$ cat config.mk
export PLATFORM = sky130hd
export DESIGN_NAME = compare_complement_coproc_issue
export DESIGN_NICKNAME = d
export VERILOG_FILES = /design/src/shared/ccc_pkg.sv /design/src/design/compare_complement_coproc_issue.sv
export SDC_FILE = /design/constraint.sdc
export NUM_CORES = 1
export LEC_CHECK = 0
export BUFFER_PORTS_ARGS = -buffer_cell sky130_fd_sc_hd__buf_2
export CELL_PAD_IN_SITES_DETAIL_PLACEMENT = 0
export CELL_PAD_IN_SITES_GLOBAL_PLACEMENT = 1
export CORE_MARGIN = 1
export CORE_UTILIZATION = 30
export DETAILED_ROUTE_END_ITERATION = 6
export PLACE_DENSITY_LB_ADDON = 0.1
export SYNTH_ARGS = -nofsm -noshare
export SYNTH_HDL_FRONTEND = slang
export SYNTH_SLANG_ARGS = --single-unit
$ cat constraint.sdc
create_clock -name clk_sys -period 8.85 [get_ports clk_sys]
set_clock_uncertainty 0.1 [all_clocks]
set_input_delay 1.3275 -clock clk_sys [delete_from_list [all_inputs] [get_ports clk_sys]]
set_output_delay 1.3275 -clock clk_sys [all_outputs]
set_load 0.1 [all_outputs]
$ cat src/shared/ccc_pkg.sv
// Constants, types and register map of the compare, complement and issue unit.
package ccc_pkg;

  // Register map, byte addresses of 32-bit words.
  localparam logic [7:0] OFS_GPR_BASE = 8'h00;
  localparam logic [7:0] OFS_EXT_BASE = 8'h40;
  localparam logic [7:0] OFS_STATUS = 8'h60;
  localparam logic [7:0] OFS_INSTR = 8'h64;
  localparam logic [7:0] OFS_CMD = 8'h68;

  // Register file sizes and the loop-counter register numbers.
  localparam int GPR_COUNT = 16;
  localparam int EXT_COUNT = 8;
  localparam int COND_COUNT = 4;
  localparam logic [3:0] LOOP_REG_A = 4'h6;
  localparam logic [3:0] LOOP_REG_B = 4'h7;

  // Reset values.
  localparam logic [15:0] RST_GPR = 16'h0000;
  localparam logic [5:0] RST_EXT = 6'h00;
  localparam logic [12:0] RST_CMD = 13'h0000;

  // Lowest command value that programs are expected to issue.
  localparam logic [12:0] ISSUE_MIN_CMD = 13'h0200;

  // Compare condition codes; 5 to 7 are undefined.
  typedef enum logic [2:0] {
    SIGNED_GE_COND = 3'h0,
    SIGNED_GT_COND = 3'h1,
    UNSIGNED_GE_COND = 3'h2,
    UNSIGNED_GT_COND = 3'h3,
    EQUAL_COND = 3'h4
  } cond_e;

  // Complement modes; 3 is undefined.
  localparam logic [1:0] ONES_COMPLEMENT_OP = 2'h0;
  localparam logic [1:0] TWOS_COMPLEMENT_OP = 2'h1;
  localparam logic [1:0] CARRY_COMPLEMENT_OP = 2'h2;

  // Instruction fetch state.
  typedef enum logic [1:0] {
    ST_IDLE = 2'b01,
    ST_WORD2 = 2'b10
  } fetch_e;

  // Status word layout, low bits of the status register.
  typedef struct packed {
    logic waitSecond;
    logic [3:0] extCond;
    logic spare;
    logic loopZeroB;
    logic loopZeroA;
    logic testFlag;
  } status_s;

endpackage : ccc_pkg

$ cat src/design/compare_complement_coproc_issue.sv
// Compare, complement and coprocessor-issue execution unit with bus slave.
//
// Register access over Avalon-MM and the register offsets were decided locally.
`timescale 1ns/100ps
module compare_complement_coproc_issue
  import ccc_pkg::*;
#(
  parameter int ADDR_W = 8
) (
  // Clock and reset.
  input wire logic clk_sys,
  input wire logic arst_n,
  // Avalon-MM register slave.
  input wire logic [ADDR_W-1:0] address,
  input wire logic read,
  input wire logic write,
  input wire logic [31:0] writedata,
  input wire logic [3:0] byteenable,
  output logic [31:0] readdata,
  output logic waitrequest,
  // Coprocessor side.
  output logic [12:0] coprocCommandBus,
  output logic coprocCommandStrobe_n,
  input wire logic [COND_COUNT-1:0] extCondIn
);

  // The decoder needs byte addresses up to the command register.
  if (ADDR_W < 7 || ADDR_W > 8) begin : g_bad_addr_w
    $error("ADDR_W must be 7 or 8");
  end

  logic [GPR_COUNT-1:0][15:0] gpr;
  logic [EXT_COUNT-1:0][5:0] ext;
  logic testFlag;
  logic loopZeroA;
  logic loopZeroB;
  fetch_e state;
  fetch_e next_state;
  logic [15:0] pendWord;
  logic [COND_COUNT-1:0] condMeta;
  logic [COND_COUNT-1:0] condSync;
  logic next_testFlag;
  logic [31:0] next_readData;
  status_s statusView;

  // Bus decode. A request is accepted at the edge where waitrequest is low.
  wire [7:0] byteAddr = 8'(address);
  wire acceptWr = write && !waitrequest;
  wire [15:0] wdata16 = writedata[15:0];
  wire gprSel = byteAddr[7:6] == OFS_GPR_BASE[7:6];
  wire extSel = byteAddr[7:5] == OFS_EXT_BASE[7:5];
  wire statusSel = {byteAddr[7:2], 2'b00} == OFS_STATUS;
  wire instrSel = {byteAddr[7:2], 2'b00} == OFS_INSTR;
  wire cmdSel = {byteAddr[7:2], 2'b00} == OFS_CMD;
  wire [3:0] gprIdx = byteAddr[5:2];
  wire [2:0] extIdx = byteAddr[4:2];
  wire gprBusWr = acceptWr && gprSel;
  wire extBusWr = acceptWr && extSel && byteenable[0];
  wire statusWr = acceptWr && statusSel && byteenable[0];
  wire instrWrite = acceptWr && instrSel;
  wire [15:0] gprMerged = {byteenable[1] ? wdata16[15:8] : gpr[gprIdx][15:8],
                           byteenable[0] ? wdata16[7:0] : gpr[gprIdx][7:0]};

  // Opcode decode. In the second fetch the held first word is decoded and
  // the bus word is the trailing immediate.
  wire inWord2 = state == ST_WORD2;
  wire [15:0] cur = inWord2 ? pendWord : wdata16;
  wire isCmpImm = cur[15:11] == 5'h11 && cur[7:4] == 4'hF;
  wire isCpl = cur[15:10] == 6'h23 && cur[7:4] == 4'hE;
  wire isCmpReg = cur[15:12] == 4'h8 && cur[7] && !isCmpImm && !isCpl;
  wire isCmpShort = cur[15:11] == 5'h14 && cur[7:6] == 2'b01;
  wire isEqLarge = cur[15:11] == 5'h14 && cur[7:6] == 2'b10;
  wire isEqAddr = cur[15:11] == 5'h15 && cur[7:3] == 5'h02;
  wire isEqSmall = cur[15:11] == 5'h12;
  wire isIssue = cur[15:13] == 3'h7;
  wire twoWord = isCmpImm || isEqLarge;
  wire startTwo = instrWrite && !inWord2 && twoWord;
  wire execute = instrWrite && (inWord2 || !twoWord);

  // Generic compare datapath, shared by register and 16-bit immediate forms.
  // The difference is formed as a + ~b + 1 so bit 16 is the no-borrow carry.
  wire [2:0] cmpCond = isCmpReg ? cur[6:4] : cur[10:8];
  wire [15:0] cmpA = gpr[isCmpReg ? cur[11:8] : cur[3:0]];
  wire [15:0] cmpB = isCmpReg ? gpr[cur[3:0]] : wdata16;
  wire [16:0] cmpSum = {1'b0, cmpA} + {1'b0, ~cmpB} + 17'h0_0001;
  wire cmpNeg = cmpSum[15];
  wire cmpCarry = cmpSum[16];
  wire cmpZero = cmpSum[15:0] == 16'h0000;
  logic condResult;
  logic condValid;

  // Condition selection; undefined codes leave the flag alone.
  always_comb begin
    condResult = 1'b0;
    condValid = 1'b1;
    case (cmpCond)
      SIGNED_GE_COND: condResult = !cmpNeg;
      SIGNED_GT_COND: condResult = !cmpNeg && !cmpZero;
      UNSIGNED_GE_COND: condResult = cmpCarry;
      UNSIGNED_GT_COND: condResult = cmpCarry && !cmpZero;
      EQUAL_COND: condResult = cmpZero;
      default: condValid = 1'b0;
    endcase
  end

  // Short and small-immediate forms use the low eight registers only.
  wire [15:0] lowVal = gpr[{1'b0, cur[10:8]}];
  wire [15:0] shortDiff = lowVal - {10'h000, cur[5:0]};
  wire smallEq = lowVal == {8'h00, cur[7:0]};

  // 22-bit address registers are the upper eight registers plus extension.
  wire [21:0] addrN = {ext[cur[10:8]], gpr[{1'b1, cur[10:8]}]};
  wire [21:0] addrI = {ext[cur[2:0]], gpr[{1'b1, cur[2:0]}]};
  wire [21:0] largeImm = {cur[5:0], wdata16};
  wire [21:0] largeDiff = addrN - largeImm;
  wire addrEq = addrN == addrI;

  // Complement datapath. The carry-in is 1, the test flag or 0 by mode.
  wire [3:0] cplIdx = cur[3:0];
  wire [1:0] cplMode = cur[9:8];
  wire cplValid = cplMode != 2'b11;
  wire [15:0] cplInv = ~gpr[cplIdx];
  wire cplCarryIn = (cplMode == TWOS_COMPLEMENT_OP) ||
                    (cplMode == CARRY_COMPLEMENT_OP && testFlag);
  wire [16:0] cplSum = {1'b0, cplInv} + {16'h0000, cplCarryIn};
  wire [15:0] cplResult = cplSum[15:0];
  wire cplZero = cplResult == 16'h0000;
  wire cplWr = execute && isCpl && cplValid;
  wire doIssue = execute && isIssue;

  // Next test flag. Software writes and instruction execution come from
  // different bus accesses, so they can never meet in one cycle.
  always_comb begin
    next_testFlag = testFlag;
    if (statusWr) begin
      next_testFlag = writedata[0];
    end else if (execute) begin
      if ((isCmpReg || isCmpImm) && condValid) begin
        next_testFlag = condResult;
      end else if (isCmpShort) begin
        next_testFlag = !shortDiff[15];
      end else if (isEqAddr) begin
        next_testFlag = addrEq;
      end else if (isEqSmall) begin
        next_testFlag = smallEq;
      end else if (isEqLarge) begin
        next_testFlag = largeDiff == 22'h00_0000;
      end else if (cplWr) begin
        // Ones complement tests the result, the others take the carry.
        next_testFlag = cplMode == ONES_COMPLEMENT_OP ? cplZero
          : cplSum[16];
      end
    end
  end

  // Fetch sequencing: a two-word instruction holds its first word.
  always_comb begin
    next_state = state;
    unique case (state)
      ST_IDLE: if (startTwo) next_state = ST_WORD2;
      ST_WORD2: if (instrWrite) next_state = ST_IDLE;
      default: next_state = ST_IDLE;
    endcase
  end

  // Read data mux; unmapped addresses read as zero.
  assign statusView = '{waitSecond: inWord2, extCond: condSync,
                        spare: 1'b0, loopZeroB: loopZeroB,
                        loopZeroA: loopZeroA, testFlag: testFlag};
  always_comb begin
    next_readData = 32'h0000_0000;
    if (gprSel) begin
      next_readData = {16'h0000, gpr[gprIdx]};
    end else if (extSel) begin
      next_readData = {26'h000_0000, ext[extIdx]};
    end else if (statusSel) begin
      next_readData = {23'h00_0000, statusView};
    end else if (instrSel) begin
      next_readData = {16'h0000, pendWord};
    end else if (cmdSel) begin
      next_readData = {19'h0_0000, coprocCommandBus};
    end
  end

  // Every access waits exactly one cycle, which keeps read data registered.
  always_ff @(posedge clk_sys or negedge arst_n) begin
    if (!arst_n) begin
      waitrequest <= 1'b1;
      readdata <= 32'h0000_0000;
    end else begin
      waitrequest <= !((read || write) && waitrequest);
      readdata <= next_readData;
    end
  end

  // General registers: bus writes, or complement results written back.
  always_ff @(posedge clk_sys or negedge arst_n) begin
    if (!arst_n) begin
      gpr <= {GPR_COUNT{RST_GPR}};
    end else if (gprBusWr) begin
      gpr[gprIdx] <= gprMerged;
    end else if (cplWr) begin
      gpr[cplIdx] <= cplResult;
    end
  end

  // Address extensions are only ever changed by software.
  always_ff @(posedge clk_sys or negedge arst_n) begin
    if (!arst_n) begin
      ext <= {EXT_COUNT{RST_EXT}};
    end else if (extBusWr) begin
      ext[extIdx] <= writedata[5:0];
    end
  end

  // Flags and fetch state. Software must be able to clear the loop flags
  // before a loop starts, so they are writable through the status word.
  always_ff @(posedge clk_sys or negedge arst_n) begin
    if (!arst_n) begin
      testFlag <= 1'b0;
      loopZeroA <= 1'b0;
      loopZeroB <= 1'b0;
      state <= ST_IDLE;
      pendWord <= 16'h0000;
    end else begin
      testFlag <= next_testFlag;
      state <= next_state;
      if (startTwo) pendWord <= wdata16;
      if (statusWr) begin
        loopZeroA <= writedata[1];
        loopZeroB <= writedata[2];
      end else if (cplWr && cplIdx == LOOP_REG_A) begin
        loopZeroA <= cplZero;
      end else if (cplWr && cplIdx == LOOP_REG_B) begin
        loopZeroB <= cplZero;
      end
    end
  end

  // Issue port. The command stays on the bus; the strobe is a one-cycle
  // low pulse. Values below ISSUE_MIN_CMD are not filtered, by design.
  always_ff @(posedge clk_sys or negedge arst_n) begin
    if (!arst_n) begin
      coprocCommandBus <= RST_CMD;
      coprocCommandStrobe_n <= 1'b1;
    end else begin
      coprocCommandStrobe_n <= !doIssue;
      if (doIssue) coprocCommandBus <= cur[12:0];
    end
  end

  // Condition lines arrive from the coprocessor's own logic: two stages.
  always_ff @(posedge clk_sys or negedge arst_n) begin
    if (!arst_n) begin
      condMeta <= '0;
      condSync <= '0;
    end else begin
      condMeta <= extCondIn;
      condSync <= condMeta;
    end
  end
endmodule : compare_complement_coproc_issue

### Word-level counts from Yosys, hierarchy flattened

Cells that the tools add are included.

| word-level totals | value |
|---|---|
| bits of input ports | 52 |
| register bits | 380 |
| output and inout bits | 47 |

| operators by class | value |
|---|---|
| bitwise gates (word level) | 2 |
| add/subtract/negate cells | 5 |
| $lt $le $gt $ge | 12 |
| reduce and logical (&&, ||, !) cells | 61 |
| multiplexer cells | 59 |
| equality and inequality tests | 32 |

Operators by type and width:

| cell | number |
|---|---|
| bitwise mux 256 bit | 2 |
| two-way mux 256 bit | 2 |
| two-way mux 16 bit | 14 |
| binary-select mux 16 bit (select 4 bit) | 3 |
| binary-select mux 16 bit (select 3 bit) | 3 |
| demux 16 bit (select 4 bit) | 2 |
| binary-select mux 6 bit (select 3 bit) | 3 |
| bitwise mux 48 bit | 1 |
| logical NOT 16 bit | 2 |
| NOT 16 bit | 2 |
| logical AND 1 bit | 31 |
| < comparator 4 x 5 -> 1 bit (second input constant) | 5 |
| two-way mux 6 bit | 4 |
| equality test 22 bit | 1 |
| logical NOT 22 bit | 1 |
| subtractor 22 bit | 1 |
| equality test 5 bit (second input constant) | 4 |
| demux 6 bit (select 3 bit) | 1 |
| equality test 6 x 5 -> 1 bit (second input constant) | 3 |
| adder 16 x 1 -> 17 bit | 1 |
| adder 16 x 16 -> 17 bit | 1 |
| adder 17 x 1 -> 17 bit (second input constant) | 1 |
| equality test 16 x 8 -> 1 bit | 1 |
| two-way mux 8 bit | 2 |
| other kinds (30) | 80 |

### Depth between registers and ports, before layout

| logic depth | value |
|---|---|
| depth in word-level cells | 19 |
| mapped depth | 30 |

### Worst setup path before layout

OpenSTA, ideal clock, no wires.

| timing path | value |
|---|---|
| kind | input to register |
| start | input writedata[5] |
| end | register testFlag |
| path buffers | 5 |
| cell stages on the path | 26 |
| arrival | 6.574 ns |
| path slack | 2.085 ns |
| path through | clkbuf_1 > mux2i_1 > nor4_1 > a21o_1 > clkbuf_1 > nor2_1 > a21oi_1 > clkbuf_1 > buf_2 > buf_1 > a31oi_1 > a21oi_1 > a21oi_1 > ha_1 > nor2b_1 > o21a_1 > o21ai_0 > a211oi_1 > o31a_1 > o41ai_1 > a21oi_1 > a2111oi_0 > a21oi_1 > a211oi_1 > o21bai_1 > o31ai_2 |

| between the ends | value |
|---|---|
| word-level cells in the longest chain between the ends | 18 |
| elaborated cells on any way between the ends | 55 |
| those cells by class | add/sub (4); eq/ne (8); mux (15); bitwise (1); reduce/logical (27) |

RTL lines:

| what | line | text |
|---|---|---|
| start: declaration | compare_complement_coproc_issue.sv:17 | `input wire logic [31:0] writedata,` |
| two-way mux 16 bit | compare_complement_coproc_issue.sv:67 | `wire [15:0] cur = inWord2 ? pendWord : wdata16;` |
| equality test 4 bit | compare_complement_coproc_issue.sv:68 | `wire isCmpImm = cur[15:11] == 5'h11 && cur[7:4] == 4'hF;` |
| logical AND 1 bit | compare_complement_coproc_issue.sv:68 |  |
| logical NOT 1 bit | compare_complement_coproc_issue.sv:70 | `wire isCmpReg = cur[15:12] == 4'h8 && cur[7] && !isCmpImm && !isCpl;` |
| logical AND 1 bit (2 in a row) | compare_complement_coproc_issue.sv:70 |  |
| two-way mux 4 bit | compare_complement_coproc_issue.sv:83 | `wire [15:0] cmpA = gpr[isCmpReg ? cur[11:8] : cur[3:0]];` |
| binary-select mux 16 bit (select 4 bit) | compare_complement_coproc_issue.sv:83 |  |
| two-way mux 16 bit | compare_complement_coproc_issue.sv:83 |  |
| adder 16 x 16 -> 17 bit | compare_complement_coproc_issue.sv:85 | `wire [16:0] cmpSum = {1'b0, cmpA} + {1'b0, ~cmpB} + 17'h0_0001;` |
| adder 17 x 1 -> 17 bit | compare_complement_coproc_issue.sv:85 |  |
| logical NOT 16 bit | compare_complement_coproc_issue.sv:88 | `wire cmpZero = cmpSum[15:0] == 16'h0000;` |
| logical NOT 1 bit | compare_complement_coproc_issue.sv:98, compare_complement_coproc_issue.sv:100 |  |
| logical AND 1 bit (on tied branches) | compare_complement_coproc_issue.sv:100, compare_complement_coproc_issue.sv:98 |  |
| one-hot mux 1 bit (5 select lines) | compare_complement_coproc_issue.sv:96 | `case (cmpCond)` |
| two-way mux 1 bit | compare_complement_coproc_issue.sv:138 | `if ((isCmpReg \|\| isCmpImm) && condValid) begin` |
| two-way mux 1 bit | compare_complement_coproc_issue.sv:137 | `end else if (execute) begin` |
| two-way mux 1 bit | compare_complement_coproc_issue.sv:135 | `if (statusWr) begin` |
| end signal: assignment | compare_complement_coproc_issue.sv:226 | `testFlag <= next_testFlag;` |
| end: declaration | compare_complement_coproc_issue.sv:34 | `logic testFlag;` |

Parallel ways exist; a longest one is shown, timed or not. The select of a mux whose other input is x is not followed.
A chain may end at the register's enable or synchronous reset.

### Final worst setup path

| timing path | value |
|---|---|
| start | register state[0] |
| end | register testFlag |

| between the ends | value |
|---|---|
| word-level cells in the longest chain between the ends | 19 |
| elaborated cells on any way between the ends | 91 |
| those cells by class | add/sub (5); eq/ne (21); mux (29); bitwise (2); reduce/logical (34) |

RTL lines:

| what | line | text |
|---|---|---|
| start: declaration | compare_complement_coproc_issue.sv:37 | `fetch_e state;` |
| start signal: assignment | compare_complement_coproc_issue.sv:227 | `state <= next_state;` |
| equality test 2 bit (*) | compare_complement_coproc_issue.sv:66 | `wire inWord2 = state == ST_WORD2;` |
| two-way mux 16 bit | compare_complement_coproc_issue.sv:67 |  |
| equality test 5 bit / equality test 4 bit (equally long branches) | compare_complement_coproc_issue.sv:68 |  |
| logical AND 1 bit | compare_complement_coproc_issue.sv:68 |  |
| logical NOT 1 bit | compare_complement_coproc_issue.sv:70 |  |
| logical AND 1 bit (2 in a row) | compare_complement_coproc_issue.sv:70 |  |
| two-way mux 4 bit | compare_complement_coproc_issue.sv:83 |  |
| binary-select mux 16 bit (select 4 bit) | compare_complement_coproc_issue.sv:83 |  |
| [2 not listed] | n/a |  |
| adder 17 x 1 -> 17 bit | compare_complement_coproc_issue.sv:85 |  |
| logical NOT 16 bit | compare_complement_coproc_issue.sv:88 |  |
| logical NOT 1 bit | compare_complement_coproc_issue.sv:98, compare_complement_coproc_issue.sv:100 |  |
| logical AND 1 bit (on tied branches) | compare_complement_coproc_issue.sv:100, compare_complement_coproc_issue.sv:98 |  |
| one-hot mux 1 bit (5 select lines) | compare_complement_coproc_issue.sv:96 |  |
| two-way mux 1 bit | compare_complement_coproc_issue.sv:138 |  |
| two-way mux 1 bit | compare_complement_coproc_issue.sv:137 |  |
| two-way mux 1 bit | compare_complement_coproc_issue.sv:135 |  |

Mark *: on every way between the ends. The rest lies on a longest branch, timed or not. The select of a mux whose other input is x is not followed.

==> metrics.txt <==
status=finished clean; # clock sinks=364; Reg clk slew, reported paths=60 ps; Seq cells post-synth=364; post-synthesis sequential area ratio=32.6%; H-tree depth=2; Die Span Y=307 um; Layout fillers=9518; later-pin clock latency in the skew report=670 ps; NetSw=1.88 mW; synth warn=0; cell internal pwr=3.50 mW; die width=307 um; core region area=92100 um^2; Total Wirelength=163000 um; main flop type after synthesis=dfrtp_1; CTS tree=done; WL/cell=37.1 um; Post-Syn Instances=3131; final worst slack=1360 ps; DR vias/cell=6.67; Root Buffer=clkbuf_16; initial DRC count=4092; Post-Syn Area=28000 um^2; clock tree buffer depth=3; vias in the first global route=27700; PostCTS Resize Cnt=0; max_slew headroom=10.6%; max-slew violations=0; critical path launch point type=flip-flop; # IOs=99; Final #Nets=3221; final hold slack=248 ps; unrepaired setup endpoints after global routing=false; gr usage total=34.1%; top-area cell type share of the netlist area=32.3%; Area Overhead vs Synth=14.4%; Vias=29400; post-synth top area cell=dfrtp_1; pre-CTS WS=1080 ps; Post-synth ARST share=100%; EDFF count, synth=0; DIE AREA=94500 um^2; VDD IR max=0.000134 V; hold bufs inserted after CTS=0; row cnt=111; Worst Tran Pin Value=1340 ps; Ant. Diodes=0; Setup violations, final=0; DP HPWL=111000 um; WP data required=9280 ps; router iterations before antenna repair=6; crit share post-route=84.7%; post-layout min period=7490 ps; Remaining DRCs=0; initial core utilization=30.4%; Setup TNS=0 ps; Routed Antenna Nets=0; sequential share of power=35.7%; final RePlAce weighted congestion=0.965; # Max-Cap Violations=0; top cells by area, synth=dfrtp_1, mux4_2, nand2_1, o221ai_1, a211oi_1; final count of hold timing violations=0; grt total ovfl=0; IO Port Bufs=62; layout cells sized above 1=17.9%; Clk pwr share=40.9%; largest net degree at the start of global routing=105; Fmax=133 MHz; Setup Fix Bufs, Post-CTS=0; Unique masters post-synth=90; Logic pwr share=23.4%; Leak=12.8 nW; Pwr Density=168 nW/um^2; initial antenna violation count=6; HP Class=reg2reg; critical path class=reg2reg; Critical Path AT=7920 ps; total CTS buffers=50; Sw Ratio=34.9%; crit path capture type=flip-flop; syn avg cell area=8.94 um^2; CP Max Fanout=58; first-pass GRT wire length=227000 um
[registers in the layout, indices dropped and copies added (netlist names)]
signal                 count
coprocCommandBus          13
ext                       48
state                      2
gpr                      256
condMeta                   4
readdata                  16
coprocCommandStrobe_n      1
pendWord                  16
loopZeroB                  1
condSync                   4
testFlag                   1
waitrequest                1
loopZeroA                  1
[power groups by stage]
stage / registers (mW) / clock network (mW) / logic [mW]
3_5_place_dp: 1.94 / 0 / 1.22
2_1_floorplan: 1.90 / 0 / 0.748
4_1_cts: 1.91 / 2.23 / 1.23
5_1_grt: 1.93 / 2.29 / 1.32
6_report: 1.92 / 2.20 / 1.26
3_3_place_gp: 1.93 / 0 / 1.22
[cells in the final DEF (no fill, tap or decap), types with 14 or more instances in the layout]
cell type / n
nand2_1: 593
dfrtp_1: 361
nor2_1: 197
buf_4: 158
a211oi_1: 146
mux4_2: 144
o221ai_1: 142
o21ai_0: 124
a21oi_1: 120
nand3_1: 78
a22o_1: 70
a221o_1: 70
mux2i_1: 67
o22ai_1: 63
inv_1: 59
buf_2: 59
and2_1: 58
clkbuf_16: 51
a31oi_1: 48
ha_1: 46
mux2_2: 43
a311oi_1: 43
nor3_1: 28
xnor2_1: 27
nand2b_1: 21
xor2_1: 21
nor4_1: 20
nand4_1: 18
conb_1: 16
a21o_1: 14
clkbuf_8: 14
[worst max-delay path: stages (launching register included)]
cell       delay (ps)
dfstp_2           490
nor2b_4           550
mux2i_1           150
buf_4             200
nor4_1            630
a21o_2            420
o21a_4            670
and2_1            220
a211oi_1           50
a311oi_1          270
a21oi_1            70
a21oi_1           310
ha_1              300
nor2b_1           150
o21a_1            180
o21ai_0           170
buf_4             170
a211oi_1          150
o31a_1            370
o41ai_1           370
a21oi_1           160
a2111oi_0         440
buf_4             190
a21oi_1            60
a211oi_1          260
o21bai_1          120
o31ai_2            70
[synthesized netlist by cell type, drive strengths merged, types with 18 or more instances]
master  number
xor2        22
mux2i       73
nand3       78
xnor2       27
dfrtp      361
a21oi      131
and2        59
a31oi       52
a221o       70
o22ai       63
a22o        70
nor3        29
nand2b      22
o21ai      130
o221ai     142
inv         61
ha          46
clkbuf     195
a311oi      43
nand4       18
mux4       144
mux2        45
buf        107
a211oi     147
nand2      596
nor4        26
nor2       197
[layer usage]
metal / GRT usage (%) / part of all wire, % / vias to the layer above / wire length, um
met2: 52.2 / 44 / 2075 / 71600
met3: 9.04 / 10 / 495 / 16800
met4: 17.6 / 6.0 / 16 / 9810
met1: 44.0 / 40 / 14900 / 65000
li1: - / - / 11900 / -
met5: 0 / 0.063 / - / 103
[worst paths after layout]
path	start	to	slack (ps)	cells after the start
max	state[0]	testFlag	1360	26
min	condMeta[1]	condSync[1]	250	0
max reg2reg	state[0]	testFlag	1360	26
min reg2reg	condMeta[1]	condSync[1]	250	0
max in group asynchronous	arst_n	gpr[250]	6520	2
min in group asynchronous	arst_n	ext[5]	580	1
[cell families after synthesis]
family                     count (synthesis)  synth area share (%)
and+or+nand+nor                         1092                  17.2
AOI/OAI and AO/OA                        952                  25.1
buffers and inverters                    365                  5.47
DFF                                      364                  32.6
muxes                                    262                  16.0
xor gates and xnor gates                  49                  1.56
adders and majority gates                 46                  2.06
other                                      1                0.0134
[per-stage QoR]
step / cells / utilization (%) / cell area, um^2 / total power, mW
after floorplan: 3146 / - / 28000 / 2.65
after global placement: 4314 / 32.9 / 30300 / 3.15
after detailed placement: 4314 / 32.9 / 30300 / 3.16
after CTS: 4405 / 34.8 / 32000 / 5.36
after global routing: 4405 / 34.8 / 32000 / 5.54
final: 4405 / 34.8 / 32000 / 5.37
[final cells by class]
| type | count | area, um^2 | share of cell area (%) |
|---|---|---|---|
| Clock buffer | 76 | 1510 | 4.72 |
| Clock inverter | 15 | 228 | 0.711 |
| Inverter | 63 | 239 | 0.747 |
| Multi-Input combinational cell | 2417 | 17700 | 55.3 |
| Sequential cell | 364 | 9110 | 28.5 |
| Tap cell | 1243 | 1560 | 4.86 |
| Timing Repair Buffer | 227 | 1670 | 5.21 |
No activity file was read; power rests on OpenSTA's default activity.
